[src/hw/iop_pkg.sv]
// iop_pkg: constants and types shared by the inhibit and sync pin block
package iop_pkg;

    // =========================================================
    // register bus
    localparam int ADDR_W = 8;
    localparam int DATA_W = 32;

    localparam logic [7:0] OFS_CTRL     = 8'h00;
    localparam logic [7:0] OFS_CMD      = 8'h04;
    localparam logic [7:0] OFS_STAT     = 8'h08;
    localparam logic [7:0] OFS_PWM_PER  = 8'h0C;
    localparam logic [7:0] OFS_PWM_DUTY = 8'h10;
    localparam logic [7:0] OFS_IRQ_STAT = 8'h14;
    localparam logic [7:0] OFS_IRQ_MASK = 8'h18;

    // =========================================================
    // control register fields
    localparam int CTL_INV5  = 0;
    localparam int CTL_ROLE5 = 1;
    localparam int CTL_LATCH = 3;
    localparam int CTL_SEL5  = 4;
    localparam int CTL_INV6  = 6;
    localparam int CTL_ROLE6 = 7;
    localparam int CTL_SEL6  = 9;
    localparam int CTRL_W    = 11;
    localparam logic [CTRL_W-1:0] CTRL_RST = 11'h000;

    // command register bits
    localparam int CMD_ON  = 0;
    localparam int CMD_OFF = 1;
    localparam int CMD_CLR = 2;

    // status register bits
    localparam int ST_ON   = 0;
    localparam int ST_LOAD = 1;
    localparam int ST_INH  = 2;
    localparam int ST_PROT = 3;
    localparam int ST_LVL5 = 4;
    localparam int ST_LVL6 = 5;

    // interrupt bits
    localparam int IRQ_INH  = 0;
    localparam int IRQ_TRIP = 1;
    localparam int IRQ_SYNC = 2;
    localparam int IRQ_EMIT = 3;
    localparam int IRQ_W    = 4;
    localparam logic [IRQ_W-1:0] IRQ_MASK_RST = 4'h0;

    // pwm
    localparam int PWM_W = 16;
    localparam logic [PWM_W-1:0] PWM_PER_RST  = 16'h00FF;
    localparam logic [PWM_W-1:0] PWM_DUTY_RST = 16'h0080;

    // =========================================================
    // timing
    localparam int CLK_NS       = 4;
    localparam int PULSE_MIN_NS = 30000;
    localparam int PULSE_CYC    = (PULSE_MIN_NS + CLK_NS - 1) / CLK_NS;

    // =========================================================
    // modes
    typedef enum logic [1:0] {ROLE_FUNC, ROLE_IN, ROLE_OUT} iop_role_e;
    typedef enum logic [1:0] {SEL_ONE, SEL_ZERO, SEL_PWM}   iop_sel_e;

endpackage

[src/hw/iop_pwm_if.sv]
// iop_pwm_if: settings and waveform between the pin block and its pwm
`timescale 1ns/1ps
interface iop_pwm_if;
    import iop_pkg::*;
    logic [PWM_W-1:0] period;
    logic [PWM_W-1:0] duty;
    logic             level;

    modport ctrl (output period, output duty, input level);
    modport gen  (input period, input duty, output level);
endinterface

[src/hw/iop_pwm.sv]
// iop_pwm: free running pwm generator with programmable period and duty
`timescale 1ns/1ps
module iop_pwm (
    input  wire logic sys_clk_in,
    input  wire logic rst_n_in,
    iop_pwm_if.gen    pwm
);
    import iop_pkg::*;

    typedef struct packed {
        logic [PWM_W-1:0] cnt;
        logic             level;
    } iop_pwm_state_s;

    iop_pwm_state_s s_reg;
    iop_pwm_state_s s_next;

    // =========================================================
    // counter wraps after period, level high while below duty
    always_comb begin
        s_next = s_reg;
        if (s_reg.cnt >= pwm.period) begin
            s_next.cnt = '0;
        end else begin
            s_next.cnt = s_reg.cnt + 1'b1;
        end
        s_next.level = (s_reg.cnt < pwm.duty);
    end

    always_ff @(posedge sys_clk_in) begin
        if (!rst_n_in) begin
            s_reg <= '0;
        end else begin
            s_reg <= s_next;
        end
    end

    assign pwm.level = s_reg.level;

endmodule

[src/hw/iop_top.sv]
// iop_top: inhibit pin and synchronous turn-on pin control with registers
// Operation
// - each pin's invert option reverses every input and output sense
// - output role drives logic one, logic zero, or configurable pwm
// - non-inverted logic one is a low pin, zero high; inversion swaps
// - idle high inhibit pin in level mode leaves the load untouched
// - level mode: active inhibit forces load off, switch stays on
// - level mode: releasing the inhibit restores the load by itself
// - active level inhibit raises an inhibited indication
// - latched mode: pulse while on turns switch off, sets protection
// - after a trip the switch stays off until cleared and turned on
// - sync pin both accepts pulses and emits pulses
// - a local off-to-on command emits a pulse on the sync pin
// - a sync pulse while the switch is on has no effect
// - a sync pulse while the switch is off and not protected turns it on
//
// Our own choices: strobed register access and the placing of the registers.
`timescale 1ns/1ps
module iop_top #(
    parameter int PULSE_CYCLES = iop_pkg::PULSE_CYC
) (
    input  wire logic                        sys_clk_in,
    input  wire logic                        rst_n_in,
    input  wire logic [iop_pkg::ADDR_W-1:0]  addr_in,
    input  wire logic [iop_pkg::DATA_W-1:0]  wdata_in,
    input  wire logic                        wr_in,
    input  wire logic                        rd_in,
    output logic      [iop_pkg::DATA_W-1:0]  rdata_out,
    input  wire logic                        pin5_in,
    output logic                             pin5_out,
    output logic                             pin5_oe_out,
    input  wire logic                        pin6_in,
    output logic                             pin6_out,
    output logic                             pin6_oe_out,
    output logic                             switch_on_out,
    output logic                             load_enable_out,
    output logic                             inhibited_indication_out,
    output logic                             latched_protection_indication_out,
    output logic                             irq_out
);
    import iop_pkg::*;

    localparam int CNT_W = $clog2(PULSE_CYCLES + 1);

    typedef struct packed {
        logic [CTRL_W-1:0] ctrl;
        logic [PWM_W-1:0]  per;
        logic [PWM_W-1:0]  duty;
        logic [IRQ_W-1:0]  irq_st;
        logic [IRQ_W-1:0]  irq_mask;
        logic              sw_on;
        logic              prot;
        logic              inhibited_indication;
        logic              load_en;
        logic [2:0]        p5_s;
        logic [2:0]        p6_s;
        logic              emitting;
        logic [CNT_W-1:0]  emit_cnt;
        logic              p5_out;
        logic              p5_oe;
        logic              p6_out;
        logic              p6_oe;
        logic [DATA_W-1:0] rdata;
        logic              irq;
    } iop_top_state_s;

    iop_top_state_s s_reg;
    iop_top_state_s s_next;

    iop_pwm_if pwm_bus ();

    iop_role_e role5;
    iop_role_e role6;
    iop_sel_e  sel5;
    iop_sel_e  sel6;
    logic      inv5;
    logic      inv6;
    logic      latch_mode;
    logic      act5;
    logic      act5_prv;
    logic      act6;
    logic      act6_prv;
    logic      edge5;
    logic      edge6;
    logic      func5;
    logic      func6;
    logic      living;
    logic      latch_ev;
    logic      sync_edge;
    logic      sync_on_ev;
    logic      wr_cmd;
    logic      on_cmd;
    logic      off_cmd;
    logic      clr_cmd;
    logic      emit_start;
    logic      rd_irq;

    // =========================================================
    // output value to pin level, polarity applied
    function automatic logic pin_level(iop_sel_e sel, logic inv, logic pw);
        logic val;
        val = 1'b0;
        if (sel == SEL_ONE) begin
            val = 1'b1;
        end else if (sel == SEL_PWM) begin
            val = pw;
        end
        return val ^ ~inv;
    endfunction

    // =========================================================
    // pwm generator shared by both pins
    iop_pwm u_pwm (
        .sys_clk_in (sys_clk_in),
        .rst_n_in   (rst_n_in),
        .pwm        (pwm_bus.gen)
    );

    assign pwm_bus.period = s_reg.per;
    assign pwm_bus.duty   = s_reg.duty;

    // =========================================================
    // configuration decode
    assign role5      = iop_role_e'(s_reg.ctrl[CTL_ROLE5 +: 2]);
    assign role6      = iop_role_e'(s_reg.ctrl[CTL_ROLE6 +: 2]);
    assign sel5       = iop_sel_e'(s_reg.ctrl[CTL_SEL5 +: 2]);
    assign sel6       = iop_sel_e'(s_reg.ctrl[CTL_SEL6 +: 2]);
    assign inv5       = s_reg.ctrl[CTL_INV5];
    assign inv6       = s_reg.ctrl[CTL_INV6];
    assign latch_mode = s_reg.ctrl[CTL_LATCH];
    assign func5      = (role5 == ROLE_FUNC);
    assign func6      = (role6 == ROLE_FUNC);
    assign living     = func5 & ~latch_mode;

    // =========================================================
    // active sense of synchronised pins; low active unless inverted
    assign act5     = ~(s_reg.p5_s[1] ^ inv5);
    assign act5_prv = ~(s_reg.p5_s[2] ^ inv5);
    assign act6     = ~(s_reg.p6_s[1] ^ inv6);
    assign act6_prv = ~(s_reg.p6_s[2] ^ inv6);
    assign edge5    = act5 & ~act5_prv;
    assign edge6    = act6 & ~act6_prv;

    // =========================================================
    // events; own emitted pulse is not taken as an incoming one
    assign latch_ev   = func5 & latch_mode & edge5 & s_reg.sw_on;
    assign sync_edge  = func6 & edge6 & ~s_reg.emitting;
    assign sync_on_ev = sync_edge & ~s_reg.sw_on & ~s_reg.prot;
    assign wr_cmd     = wr_in && (addr_in == OFS_CMD);
    assign on_cmd     = wr_cmd & wdata_in[CMD_ON] & ~s_reg.sw_on
                        & ~s_reg.prot;
    assign off_cmd    = wr_cmd & wdata_in[CMD_OFF];
    assign clr_cmd    = wr_cmd & wdata_in[CMD_CLR];
    assign emit_start = on_cmd & func6 & ~off_cmd;
    assign rd_irq     = rd_in && (addr_in == OFS_IRQ_STAT);

    // =========================================================
    // next state
    always_comb begin
        s_next = s_reg;

        // two-stage synchronisers plus one history stage
        s_next.p5_s = {s_reg.p5_s[1:0], pin5_in};
        s_next.p6_s = {s_reg.p6_s[1:0], pin6_in};

        // configuration writes
        if (wr_in) begin
            if (addr_in == OFS_CTRL) begin
                s_next.ctrl = wdata_in[CTRL_W-1:0];
            end else if (addr_in == OFS_PWM_PER) begin
                s_next.per = wdata_in[PWM_W-1:0];
            end else if (addr_in == OFS_PWM_DUTY) begin
                s_next.duty = wdata_in[PWM_W-1:0];
            end else if (addr_in == OFS_IRQ_MASK) begin
                s_next.irq_mask = wdata_in[IRQ_W-1:0];
            end
        end

        // on/off switch: turning off wins over turning on
        if (latch_ev || off_cmd) begin
            s_next.sw_on = 1'b0;
        end else if (on_cmd || sync_on_ev) begin
            s_next.sw_on = 1'b1;
        end

        // protection: a trip wins over a clear in the same cycle
        if (latch_ev) begin
            s_next.prot = 1'b1;
        end else if (clr_cmd) begin
            s_next.prot = 1'b0;
        end

        // level inhibit gates the load, switch state untouched
        s_next.inhibited_indication     = living & act5;
        s_next.load_en = s_next.sw_on & ~s_next.inhibited_indication;

        // sync pulse emitter holds the line for the full width
        if (emit_start) begin
            s_next.emitting = 1'b1;
            s_next.emit_cnt = CNT_W'(PULSE_CYCLES - 1);
        end else if (s_reg.emitting) begin
            if (s_reg.emit_cnt == '0) begin
                s_next.emitting = 1'b0;
            end else begin
                s_next.emit_cnt = s_reg.emit_cnt - 1'b1;
            end
        end

        // pin 5 drive
        if (role5 == ROLE_OUT) begin
            s_next.p5_oe  = 1'b1;
            s_next.p5_out = pin_level(sel5, inv5, pwm_bus.level);
        end else begin
            s_next.p5_oe  = 1'b0;
            s_next.p5_out = 1'b0;
        end

        // pin 6 drive: output role or the emitted sync pulse
        if (role6 == ROLE_OUT) begin
            s_next.p6_oe  = 1'b1;
            s_next.p6_out = pin_level(sel6, inv6, pwm_bus.level);
        end else if (func6 && s_next.emitting) begin
            s_next.p6_oe  = 1'b1;
            s_next.p6_out = inv6;
        end else begin
            s_next.p6_oe  = 1'b0;
            s_next.p6_out = 1'b0;
        end

        // sticky events, read clears, a new event wins over the clear
        if (rd_irq) begin
            s_next.irq_st = '0;
        end
        s_next.irq_st[IRQ_INH]  = s_next.irq_st[IRQ_INH]
                                  | (s_next.inhibited_indication & ~s_reg.inhibited_indication);
        s_next.irq_st[IRQ_TRIP] = s_next.irq_st[IRQ_TRIP] | latch_ev;
        s_next.irq_st[IRQ_SYNC] = s_next.irq_st[IRQ_SYNC] | sync_on_ev;
        s_next.irq_st[IRQ_EMIT] = s_next.irq_st[IRQ_EMIT] | emit_start;
        s_next.irq = |(s_next.irq_st & s_next.irq_mask);

        // read data valid only in the cycle after the strobe
        s_next.rdata = '0;
        if (rd_in) begin
            if (addr_in == OFS_CTRL) begin
                s_next.rdata[CTRL_W-1:0] = s_reg.ctrl;
            end else if (addr_in == OFS_STAT) begin
                s_next.rdata[ST_ON]   = s_reg.sw_on;
                s_next.rdata[ST_LOAD] = s_reg.load_en;
                s_next.rdata[ST_INH]  = s_reg.inhibited_indication;
                s_next.rdata[ST_PROT] = s_reg.prot;
                s_next.rdata[ST_LVL5] = s_reg.p5_s[1];
                s_next.rdata[ST_LVL6] = s_reg.p6_s[1];
            end else if (addr_in == OFS_PWM_PER) begin
                s_next.rdata[PWM_W-1:0] = s_reg.per;
            end else if (addr_in == OFS_PWM_DUTY) begin
                s_next.rdata[PWM_W-1:0] = s_reg.duty;
            end else if (addr_in == OFS_IRQ_STAT) begin
                s_next.rdata[IRQ_W-1:0] = s_reg.irq_st;
            end else if (addr_in == OFS_IRQ_MASK) begin
                s_next.rdata[IRQ_W-1:0] = s_reg.irq_mask;
            end
        end
    end

    // =========================================================
    // state register
    always_ff @(posedge sys_clk_in) begin
        if (!rst_n_in) begin
            s_reg          <= '0;
            s_reg.ctrl     <= CTRL_RST;
            s_reg.per      <= PWM_PER_RST;
            s_reg.duty     <= PWM_DUTY_RST;
            s_reg.irq_mask <= IRQ_MASK_RST;
            s_reg.p5_s     <= 3'h7;
            s_reg.p6_s     <= 3'h7;
        end else begin
            s_reg <= s_next;
        end
    end

    // outputs straight from the state register
    assign rdata_out                         = s_reg.rdata;
    assign pin5_out                          = s_reg.p5_out;
    assign pin5_oe_out                       = s_reg.p5_oe;
    assign pin6_out                          = s_reg.p6_out;
    assign pin6_oe_out                       = s_reg.p6_oe;
    assign switch_on_out                     = s_reg.sw_on;
    assign load_enable_out                   = s_reg.load_en;
    assign inhibited_indication_out          = s_reg.inhibited_indication;
    assign latched_protection_indication_out = s_reg.prot;
    assign irq_out                           = s_reg.irq;

    logic [CNT_W:0] chk_len;

    // counts cycles of the emitted pulse
    always_ff @(posedge sys_clk_in) begin
        if (!rst_n_in) begin
            chk_len <= '0;
        end else begin
            // a restarted pulse counts again from its own start
            chk_len <= (s_reg.emitting && !emit_start) ? chk_len + 1'b1 : '0;
        end
    end
endmodule

[config.mk]
export PLATFORM = sky130hd
export DESIGN_NAME = iop_top
export DESIGN_NICKNAME = d
export VERILOG_FILES = /design/src/hw/iop_pkg.sv /design/src/hw/iop_pwm_if.sv /design/src/hw/iop_pwm.sv /design/src/hw/iop_top.sv
export SDC_FILE = /design/constraint.sdc
export NUM_CORES = 1
export LEC_CHECK = 0
export BUFFER_PORTS_ARGS = -buffer_cell sky130_fd_sc_hd__buf_4
export CORE_MARGIN = 8
export CORE_UTILIZATION = 32
export DETAILED_ROUTE_END_ITERATION = 10
export PLACE_DENSITY = 0.61
export SKIP_LAST_GASP = 1
export SLEW_MARGIN = 20
export SYNTH_ARGS = -nofsm -noshare
export SYNTH_HDL_FRONTEND = slang
export SYNTH_SLANG_ARGS = --single-unit
[constraint.sdc]
create_clock -name sys_clk_in -period 4 [get_ports sys_clk_in]
set_input_delay 0.2 -clock sys_clk_in [delete_from_list [all_inputs] [get_ports sys_clk_in]]
set_output_delay 0.2 -clock sys_clk_in [all_outputs]
set_load 0.1 [all_outputs]
==> results of run 1 <==
[power breakdown]
part           leakage, nW  switching, mW  internal, mW  total (mW)
Sequential           0.913        0.00934          1.14        1.15
Clock                0.328          0.520          1.22        1.74
Combinational         1.41          0.140        0.0439       0.184
Total                 2.66          0.669          2.40        3.07
[metal layers]
metal | routed length, um | up-vias | track usage [%]
li1 | - | 2273 | -
met1 | 6920 | 2184 | 17.8
met2 | 6010 | 146 | 19.4
met3 | 909 | 19 | 3.76
met4 | 187 | 0 | 5.25
met5 | 0 | - | 0
[synth_stat cells, types with 4 or more instances]
cell | instances | area (um^2)
inv_1 | 40 | 150
a22oi_1 | 7 | 52.6
mux2i_1 | 8 | 80.1
nand3b_1 | 4 | 30.0
xor2_1 | 18 | 158
o21a_1 | 4 | 30.0
clkbuf_1 | 21 | 78.8
dfxtp_1 | 113 | 2260
xnor2_1 | 6 | 52.6
nor2_1 | 43 | 161
mux2_2 | 6 | 67.6
nand4_1 | 6 | 37.5
nand2_1 | 81 | 304
nand3_1 | 44 | 220
a21o_1 | 9 | 67.6
nand2b_1 | 10 | 62.6
buf_4 | 32 | 240
o211ai_1 | 7 | 52.6
nor3_1 | 18 | 90.1
a222oi_1 | 9 | 90.1
o21ai_0 | 10 | 50.1
ha_1 | 34 | 425
a21oi_1 | 55 | 275
buf_2 | 7 | 35.0
[path summary, 6_finish.rpt]
| path | start | to | slack [ps] | depth (start not counted) |
|---|---|---|---|---|
| worst max-delay path | u_pwm.s_reg[1]$_SDFF_PP0_ | u_pwm.s_reg[9]$_SDFF_PP0_ | 1770 | 9 |
| worst max register to register | u_pwm.s_reg[1]$_SDFF_PP0_ | u_pwm.s_reg[9]$_SDFF_PP0_ | 1770 | 9 |
| worst min register to register | s_next[55]$_SDFF_PN1_ | s_next[56]$_SDFF_PN1_ | 410 | 1 |
| worst min-delay path | wdata_in[13] | pwm_bus.period[13]$_SDFFE_PN0P_ | 40 | 3 |
[stage by stage]
stage / utilization [%] / worst slack (ps) / power [mW]
floorplan: - / 1870 / 1.31
global placement: 34.9 / 1670 / 1.35
detailed placement: 34.9 / 1670 / 1.35
CTS: 39.0 / 1760 / 3.08
global route: 39.0 / 1560 / 3.15
finish: 39.0 / 1770 / 3.07
[worst max-delay path, cell delays in order, from the launching register on]
cell	delay [ps]
dfxtp_1	440
inv_1	80
ha_1	270
nand2b_1	140
a21o_1	170
a21o_1	180
a221oi_1	340
o32ai_1	140
buf_4	210
nor3_1	180
[area by class of cell]
cell class	instances	area, um^2
flip-flops and latches	113	2260
inverters	40	150
multi-input cells	446	2830
well taps	225	282
clock inverters	9	201
fillers	1727	10400
clock buffers	23	478
repair buffers	61	463
[what timing repair did]
| action | in CTS | in global routing |
|---|---|---|
| hold buffers | 2 | 0 |
| gates resized for setup | 0 | 0 |
| endpoints found under the hold margin | 2 | 0 |
[cell families (layout without fill, tap and decap cells)]
group / count (synthesis) / in the layout / share of synthesized area [%]
compound gates: 120 / 120 / 14.3
simple gates: 238 / 238 / 21.6
flops: 113 / 113 / 40.8
fa+ha+maj: 34 / 34 / 7.68
buf+inv: 100 / 133 / 9.11
xor+xnor: 24 / 24 / 3.80
mux: 14 / 14 / 2.67
other cells: 1 / 16 / 0.0677
==> flow_metrics.py, run 1 <==
metrics = {
    "outcome": {
        "outcome": "finished, final reports clean",
    },
    "layout": {
        "drive_above_1_share_pct": 15.6,
        "layout.nets": 759,
        "stdcell_count": 917,
        "largest_reg_flops": 28,
        "mostFrequentLayoutCell": "dfxtp_1",
        "final_cell_mix": "dfxtp_1 (113), nand2_1 (81), buf_4 (59), a21oi_1 (55), nand3_1 (44)",
        "num_antenna_cells": 0,
        "area_delta_synth_final_pct": 20.4,
        "fin_area_um2": 6670,
    },
    "global_routing": {
        "grt_antenna_before_repair": 0,
        "grt-ovfl-total": 0,
        "grt_usage_pct": 13.2,
        "grt_pass1_wl_um": 23100,
        "grt_max_degree": 52,
        "first_global_vias": 4555,
    },
    "yosys": {
        "synth_seq_cells": 113,
        "synth_edf_count": 0,
        "netlist_instances": 644,
        "syn_area_per_cell_um2": 8.60,
        "synthDistinctLibCells": 58,
        "synthArstFlopShare_pct": 0,
        "synth_area_um2": 5540,
        "ys_warn_count": 0,
        "seq_area_frac_synth_pct": 40.8,
        "synth-main-ff-cell": "dfxtp_1",
    },
    "flow_run": {
        "maxCapViolations": 0,
    },
    "clock_tree": {
        "cts_setup_buffers": 0,
        "clkSlewWorstSetupHoldPaths_ps": 60,
        "cts_tree": "done",
        "numCtsBuffers": 17,
        "htree_num_levels": 4,
        "clockBufferDepth": 2,
        "cts.sinks": 113,
        "clk-insertion-delay-late_ps": 420,
        "clockRootBuffer": "clkbuf_16",
    },
    "worst_hold_path": {
        "hold_class": "input pin to flop",
    },
    "die": {
        "initial_utilization_pct": 32.4,
        "fp.dieH_um": 148,
        "core_um2": 17100,
        "dieArea_um2": 21800,
        "die_x_um": 148,
        "num_rows": 48,
        "ioPinCount": 87,
    },
    "drt": {
        "antenna_left": 0,
        "first_pass_iters": 5,
        "vias": 4622,
        "via_per_inst": 5.04,
        "drt_iter0_markers": 361,
        "route.detailed.wl_per_inst_um": 15.3,
        "drcViolationCount": 0,
        "drt-total-wl_um": 14000,
    },
    "placement": {
        "dp.cells": 883,
        "globalplace.congestion": 0.844,
        "dp_hpwl_um": 9910,
        "dpl_cell_area_um2": 5970,
        "io_buffers": 54,
    },
    "power_and_ir_drop": {
        "ir_worst_vdd_mv": 0.312,
        "powerDensity_nw_per_um2": 460,
        "p_leak_nw": 2.66,
    },
    "timing": {
        "finalCritPeriodShare_pct": 55.8,
        "rsz0062_at_grt": "no",
        "fin_crit_ps": 2230,
        "fmax_mhz": 448,
        "finalSetupViolations": 0,
        "finalMaxSlewViolations": 0,
        "final-hold-violation-count": 0,
        "whs_ps": 38.7,
        "setup_tns_ps": 0,
        "worst_slew_pin_slew_ps": 858,
        "finalClockSkew_ps": 8.14,
        "maxSlewHeadroom_pct": 42.8,
    },
    "setup_path": {
        "cp.required_ps": 4330,
        "crit_fanout": 16,
        "crit_type": "flop to flop",
        "endpoint_kind": "flop",
        "critPathLaunchType": "flop",
        "arrival_ps": 2560,
    },
}
(Power assumes the default switching activity.)
==> inputs of run 2 (changes only) <==
PLACE_DENSITY = 0.63   (was 0.61)
clock period = 1.8 ns   (was 4 ns; I/O delays follow)
==> run 2 against run 1 <==
The run now ends with negative setup slack left; register-to-register slack worse by 1900 ps; wire length is 9.6% higher; hold slack better by 110 ps; critical endpoint is now u_pwm.s_reg[16]$_SDFF_PP0_; clock-buffer cell count shrank 4; combinational power increased to 2.8 times the previous value; largest power group unchanged; critical path depth shrank 1; flip-flop and latch count is the same.
==> flow_metrics.py, run 2 (synthesis results as in run 1) <==
metrics = {
    "placement": {
        "dpl_cell_area_um2": 6550,
        "io_buffers": 54,
        "dp.cells": 952,
        "globalplace.congestion": 0.834,
        "dp_hpwl_um": 10900,
    },
    "layout": {
        "drive_above_1_share_pct": 31.0,
        "multiInputGateArea_um2": 3120,
        "final_cell_mix": "buf_4 (132), dfxtp_1 (101), nand2_1 (76), a21oi_1 (51), nor2_1 (43)",
        "fin_area_um2": 7680,
        "mostFrequentLayoutCell": "buf_4",
        "stdcell_count": 1015,
        "nFillCells": 1632,
        "num_antenna_cells": 0,
        "ff_latch_area_um2": 2280,
        "layout.nets": 857,
        "largest_reg_flops": 28,
        "area_delta_synth_final_pct": 38.7,
    },
    "setup_path": {
        "cp_slowest_stage_delay_ps": 520,
        "crit_type": "flop to flop",
        "cp.required_ps": 2130,
        "slowest_stage": "or4_4",
        "crit_fanout": 8,
        "path_delay_family": "simple AND/OR/NAND/NOR gates",
        "arrival_ps": 2240,
        "critPathLaunchType": "flop",
        "endpoint_kind": "flop",
        "path_buf_inv": 3,
        "crit_chain": "inv_2 -> ha_4 -> or4_4 -> a221oi_4 -> buf_4 -> o32ai_4 -> buf_12 -> nor3_2",
    },
    "power_and_ir_drop": {
        "fin_total_pwr_mw": 6.19,
        "ir_worst_vdd_mv": 0.784,
        "p_leak_nw": 3.09,
        "powerDensity_nw_per_um2": 805,
    },
    "drt": {
        "route.detailed.wl_per_inst_um": 15.2,
        "via_per_inst": 4.87,
        "drcViolationCount": 0,
        "first_pass_iters": 8,
        "vias": 4944,
        "drt_iter0_markers": 353,
        "drt-total-wl_um": 15400,
        "antenna_left": 0,
    },
    "global_routing": {
        "grt_max_degree": 32,
        "grt_pass1_wl_um": 25400,
        "grt-ovfl-total": 0,
        "grt_antenna_before_repair": 1,
        "first_global_vias": 4939,
        "grt_usage_pct": 14.4,
    },
    "timing": {
        "fmax_mhz": 524,
        "fin_crit_ps": 1910,
        "setup_tns_ps": -1520,
        "worst_slack_ps": -108,
        "finalCritPeriodShare_pct": 106,
        "rsz0062_at_grt": "yes",
        "maxSlewHeadroom_pct": 51.5,
        "finalMaxSlewViolations": 0,
        "final-hold-violation-count": 0,
        "finalClockSkew_ps": 7.94,
        "finalSetupViolations": 26,
        "worst_slew_pin_slew_ps": 727,
    },
    "clock_tree": {
        "cts_tree": "done",
        "cts.sinks": 113,
        "clk-insertion-delay-late_ps": 410,
        "clockBufferDepth": 2,
        "clockRootBuffer": "clkbuf_16",
        "htree_num_levels": 4,
        "clkSlewWorstSetupHoldPaths_ps": 50,
        "numCtsBuffers": 17,
    },
    "die": {
        "initial_utilization_pct": 32.4,
        "ioPinCount": 87,
        "fp.dieH_um": 148,
        "die_x_um": 148,
        "num_rows": 48,
        "core_um2": 17100,
        "dieArea_um2": 21800,
    },
    "outcome": {
        "outcome": "finished with violations",
        "failed_checks": "negative setup slack",
    },
    "flow_run": {
        "maxCapViolations": 0,
    },
    "worst_hold_path": {
        "hold_class": "input pin to flop",
    },
}
-- run 2: metal layers --
layer  up-vias  routed length (um)  global-route usage [%]
li1       2478                   -                       -
met2       140                6980                    22.7
met3        19                 957                    4.31
met1      2305                7220                    18.4
met5         -                  13                       0
met4         2                 209                    4.95
-- run 2: cell type report --
class	instances	share of cell area, %
well taps	225	3.66
clock inverters	13	1.47
repair buffers	158	16.8
flip-flops and latches	113	29.7
inverters	40	1.95
clock buffers	19	5.77
multi-input cells	447	40.7
-- run 2: worst min-delay path, delay by kind of cell --
| kind | cells | cell delay [ps] |
|---|---|---|
| buffers and inverters | 2 | 270 |
| and+or+nand+nor | 2 | 160 |
-- run 2: stage by stage --
step	setup slack (ps)	util, %	hold WS (ps)
after global routing	-201	44.9	163
after floorplan	-76.5	-	191
after detailed placement	-452	38.3	277
after CTS	-111	43.6	128
final	-108	44.9	151
after global placement	-342	38.3	274
-- run 2: report_power, final --
| part | internal [mW] | switching (mW) | total (mW) |
|---|---|---|---|
| registers | 2.52 | 0.0128 | 2.53 |
| clock network | 1.93 | 1.22 | 3.14 |
| logic | 0.163 | 0.345 | 0.508 |
| total | 4.61 | 1.57 | 6.19 |
-- run 2: repair_timing --
action	CTS	global route
endpoints found under the hold margin	48	0
gates cloned	1	0
pin swaps	22	26
endpoints found under the setup margin	31	36
setup buffers	2	7
hold buffers	21	0
resized for setup	25	35
-- run 2: final timing paths --
check,start,end,slack (ps),cells after the start
worst min register to register,s_next[55]$_SDFF_PN1_,s_next[56]$_SDFF_PN1_,400,1
worst max-delay path,pwm_bus.period[5]$_SDFFE_PN1P_,u_pwm.s_reg[16]$_SDFF_PP0_,-110,8
worst min-delay path,rd_in,rdata_out[3]$_SDFF_PN0_,150,4
worst max register to register,pwm_bus.period[5]$_SDFFE_PN1P_,u_pwm.s_reg[16]$_SDFF_PP0_,-110,8
==> inputs of run 3 (changes only) <==
MAX_ROUTING_LAYER = met4   (was unset)
==> run 3 against run 2 <==
Final area is the same; clock skew is essentially flat; hold slack lost 7.1 ps; register-to-register slack is essentially flat; the run still ends with negative setup slack left; fmax grew 0.16%; clock-buffer cell count is the same; core utilization is the same; largest cell class unchanged; total power is essentially flat; largest power group unchanged; non-clock buffer count is the same; combinational power is essentially flat; clock power is essentially flat.
==> flow_metrics.py, run 3 (synthesis results as in run 1) <==
metrics = {
    "power_and_ir_drop": {
        "powerDensity_nw_per_um2": 805,
        "fin_total_pwr_mw": 6.19,
        "ir_worst_vdd_mv": 0.786,
        "p_leak_nw": 3.09,
    },
    "placement": {
        "globalplace.congestion": 0.846,
        "dp.cells": 952,
        "dp_hpwl_um": 10900,
        "io_buffers": 54,
        "dpl_cell_area_um2": 6550,
    },
    "drt": {
        "antenna_left": 0,
        "drt-total-wl_um": 15400,
        "drt_iter0_markers": 371,
        "drcViolationCount": 0,
        "route.detailed.wl_per_inst_um": 15.1,
        "first_pass_iters": 6,
        "vias": 4981,
        "via_per_inst": 4.91,
    },
    "layout": {
        "num_antenna_cells": 0,
        "mostFrequentLayoutCell": "buf_4",
        "final_cell_mix": "buf_4 (132), dfxtp_1 (101), nand2_1 (76), a21oi_1 (51), nor2_1 (43)",
        "area_delta_synth_final_pct": 38.7,
        "drive_above_1_share_pct": 31.0,
        "stdcell_count": 1015,
        "layout.nets": 857,
        "fin_util_pct": 44.9,
        "largest_reg_flops": 28,
        "fin_area_um2": 7680,
        "nFillCells": 1632,
    },
    "setup_path": {
        "slowest_stage": "or4_4",
        "crit_chain": "inv_2 -> ha_4 -> or4_4 -> a221oi_4 -> buf_4 -> o32ai_4 -> buf_12 -> nor3_2",
        "critPathLaunchType": "flop",
        "crit_path_end": "u_pwm.s_reg[16]$_SDFF_PP0_",
        "path_delay_family": "simple AND/OR/NAND/NOR gates",
        "crit_start": "pwm_bus.period[3]$_SDFFE_PN1P_",
        "cp.required_ps": 2130,
        "cp_num_cells": 8,
        "cp_slowest_stage_delay_ps": 540,
        "r2r-start": "pwm_bus.period[3]$_SDFFE_PN1P_",
        "arrival_ps": 2240,
        "worstReg2RegEnd": "u_pwm.s_reg[16]$_SDFF_PP0_",
        "reg2reg_depth": 8,
        "crit_type": "flop to flop",
        "path_buf_inv": 3,
        "rrSetupSlack_ps": -100,
        "crit_fanout": 8,
        "endpoint_kind": "flop",
    },
    "clock_tree": {
        "htree_num_levels": 4,
        "clockRootBuffer": "clkbuf_16",
        "numCtsBuffers": 17,
        "cts_tree": "done",
        "clockBufferDepth": 2,
        "clk-insertion-delay-late_ps": 410,
        "clkSlewWorstSetupHoldPaths_ps": 60,
        "cts.sinks": 113,
    },
    "outcome": {
        "failed_checks": "negative setup slack",
        "outcome": "finished with violations",
    },
    "timing": {
        "whs_ps": 144,
        "fin_crit_ps": 1900,
        "rsz0062_at_grt": "yes",
        "fmax_mhz": 525,
        "finalMaxSlewViolations": 0,
        "worst_slew_pin_slew_ps": 729,
        "maxSlewHeadroom_pct": 51.4,
        "finalClockSkew_ps": 7.94,
        "finalCritPeriodShare_pct": 106,
        "worst_slack_ps": -105,
        "final-hold-violation-count": 0,
        "finalSetupViolations": 26,
    },
    "global_routing": {
        "grt-ovfl-total": 0,
        "grt_pass1_wl_um": 25400,
        "grt_antenna_before_repair": 0,
        "grt_max_degree": 32,
        "grt_usage_pct": 14.8,
        "first_global_vias": 4929,
    },
    "worst_hold_path": {
        "min_from": "rd_in",
        "hold_class": "input pin to flop",
        "min_path_cells": 4,
    },
    "flow_run": {
        "maxCapViolations": 0,
    },
    "die": {
        "dieArea_um2": 21800,
        "fp.dieH_um": 148,
        "initial_utilization_pct": 32.4,
        "core_um2": 17100,
        "ioPinCount": 87,
        "num_rows": 48,
        "die_x_um": 148,
    },
}
run 3: per-layer routing:
layer  GRT usage [%]  wire, um
met1            18.7      7090
met3            3.85      1090
met5               -         0
met4            4.79       235
met2            22.7      6960
run 3: metrics by stage:
step           TNS [ps]  setup slack, ps
2_1_floorplan      -196            -76.5
3_3_place_gp      -5540             -342
3_5_place_dp      -7230             -452
4_1_cts           -1570             -111
5_1_grt           -4390             -201
6_report          -1470             -105
run 3: tightest hold or removal path: stages:
cell,delay (ps)
buf_4,90
nand2_1,70
buf_4,170
nor2_1,90
run 3: cell type report:
type,instances,area [um^2],area share (%)
clock buffers,19,443,5.77
flip-flops and latches,113,2280,29.7
clock inverters,13,113,1.47
well taps,225,282,3.66
inverters,40,150,1.95
multi-input cells,447,3120,40.7
repair buffers,158,1290,16.8
run 3: worst min path at each step:
stage | slack [ps] | endpoint
4_1_cts | 130 | rdata_out[9]$_SDFF_PN0_
3_3_place_gp | 270 | s_next[55]$_SDFF_PN1_
6_report | 140 | rdata_out[3]$_SDFF_PN0_
3_5_place_dp | 280 | s_next[55]$_SDFF_PN1_
2_1_floorplan | 190 | s_next[52]$_SDFF_PN1_
5_1_grt | 160 | rdata_out[3]$_SDFF_PN0_
run 3: what timing repair did:
item                       4_1_cts  5_1_grt
hold endpoints to repair        48        0
hold buffers                    21        0
resized for setup               25       35
setup buffers                    2        7
setup endpoints to repair       31       36
pin swaps                       22       26
gates cloned                     1        0
run 3: report_power, final:
group / leakage (nW) / switching [mW] / internal, mW
Clock: 0.265 / 1.22 / 1.93
Combinational: 1.91 / 0.344 / 0.163
Sequential: 0.916 / 0.0128 / 2.52
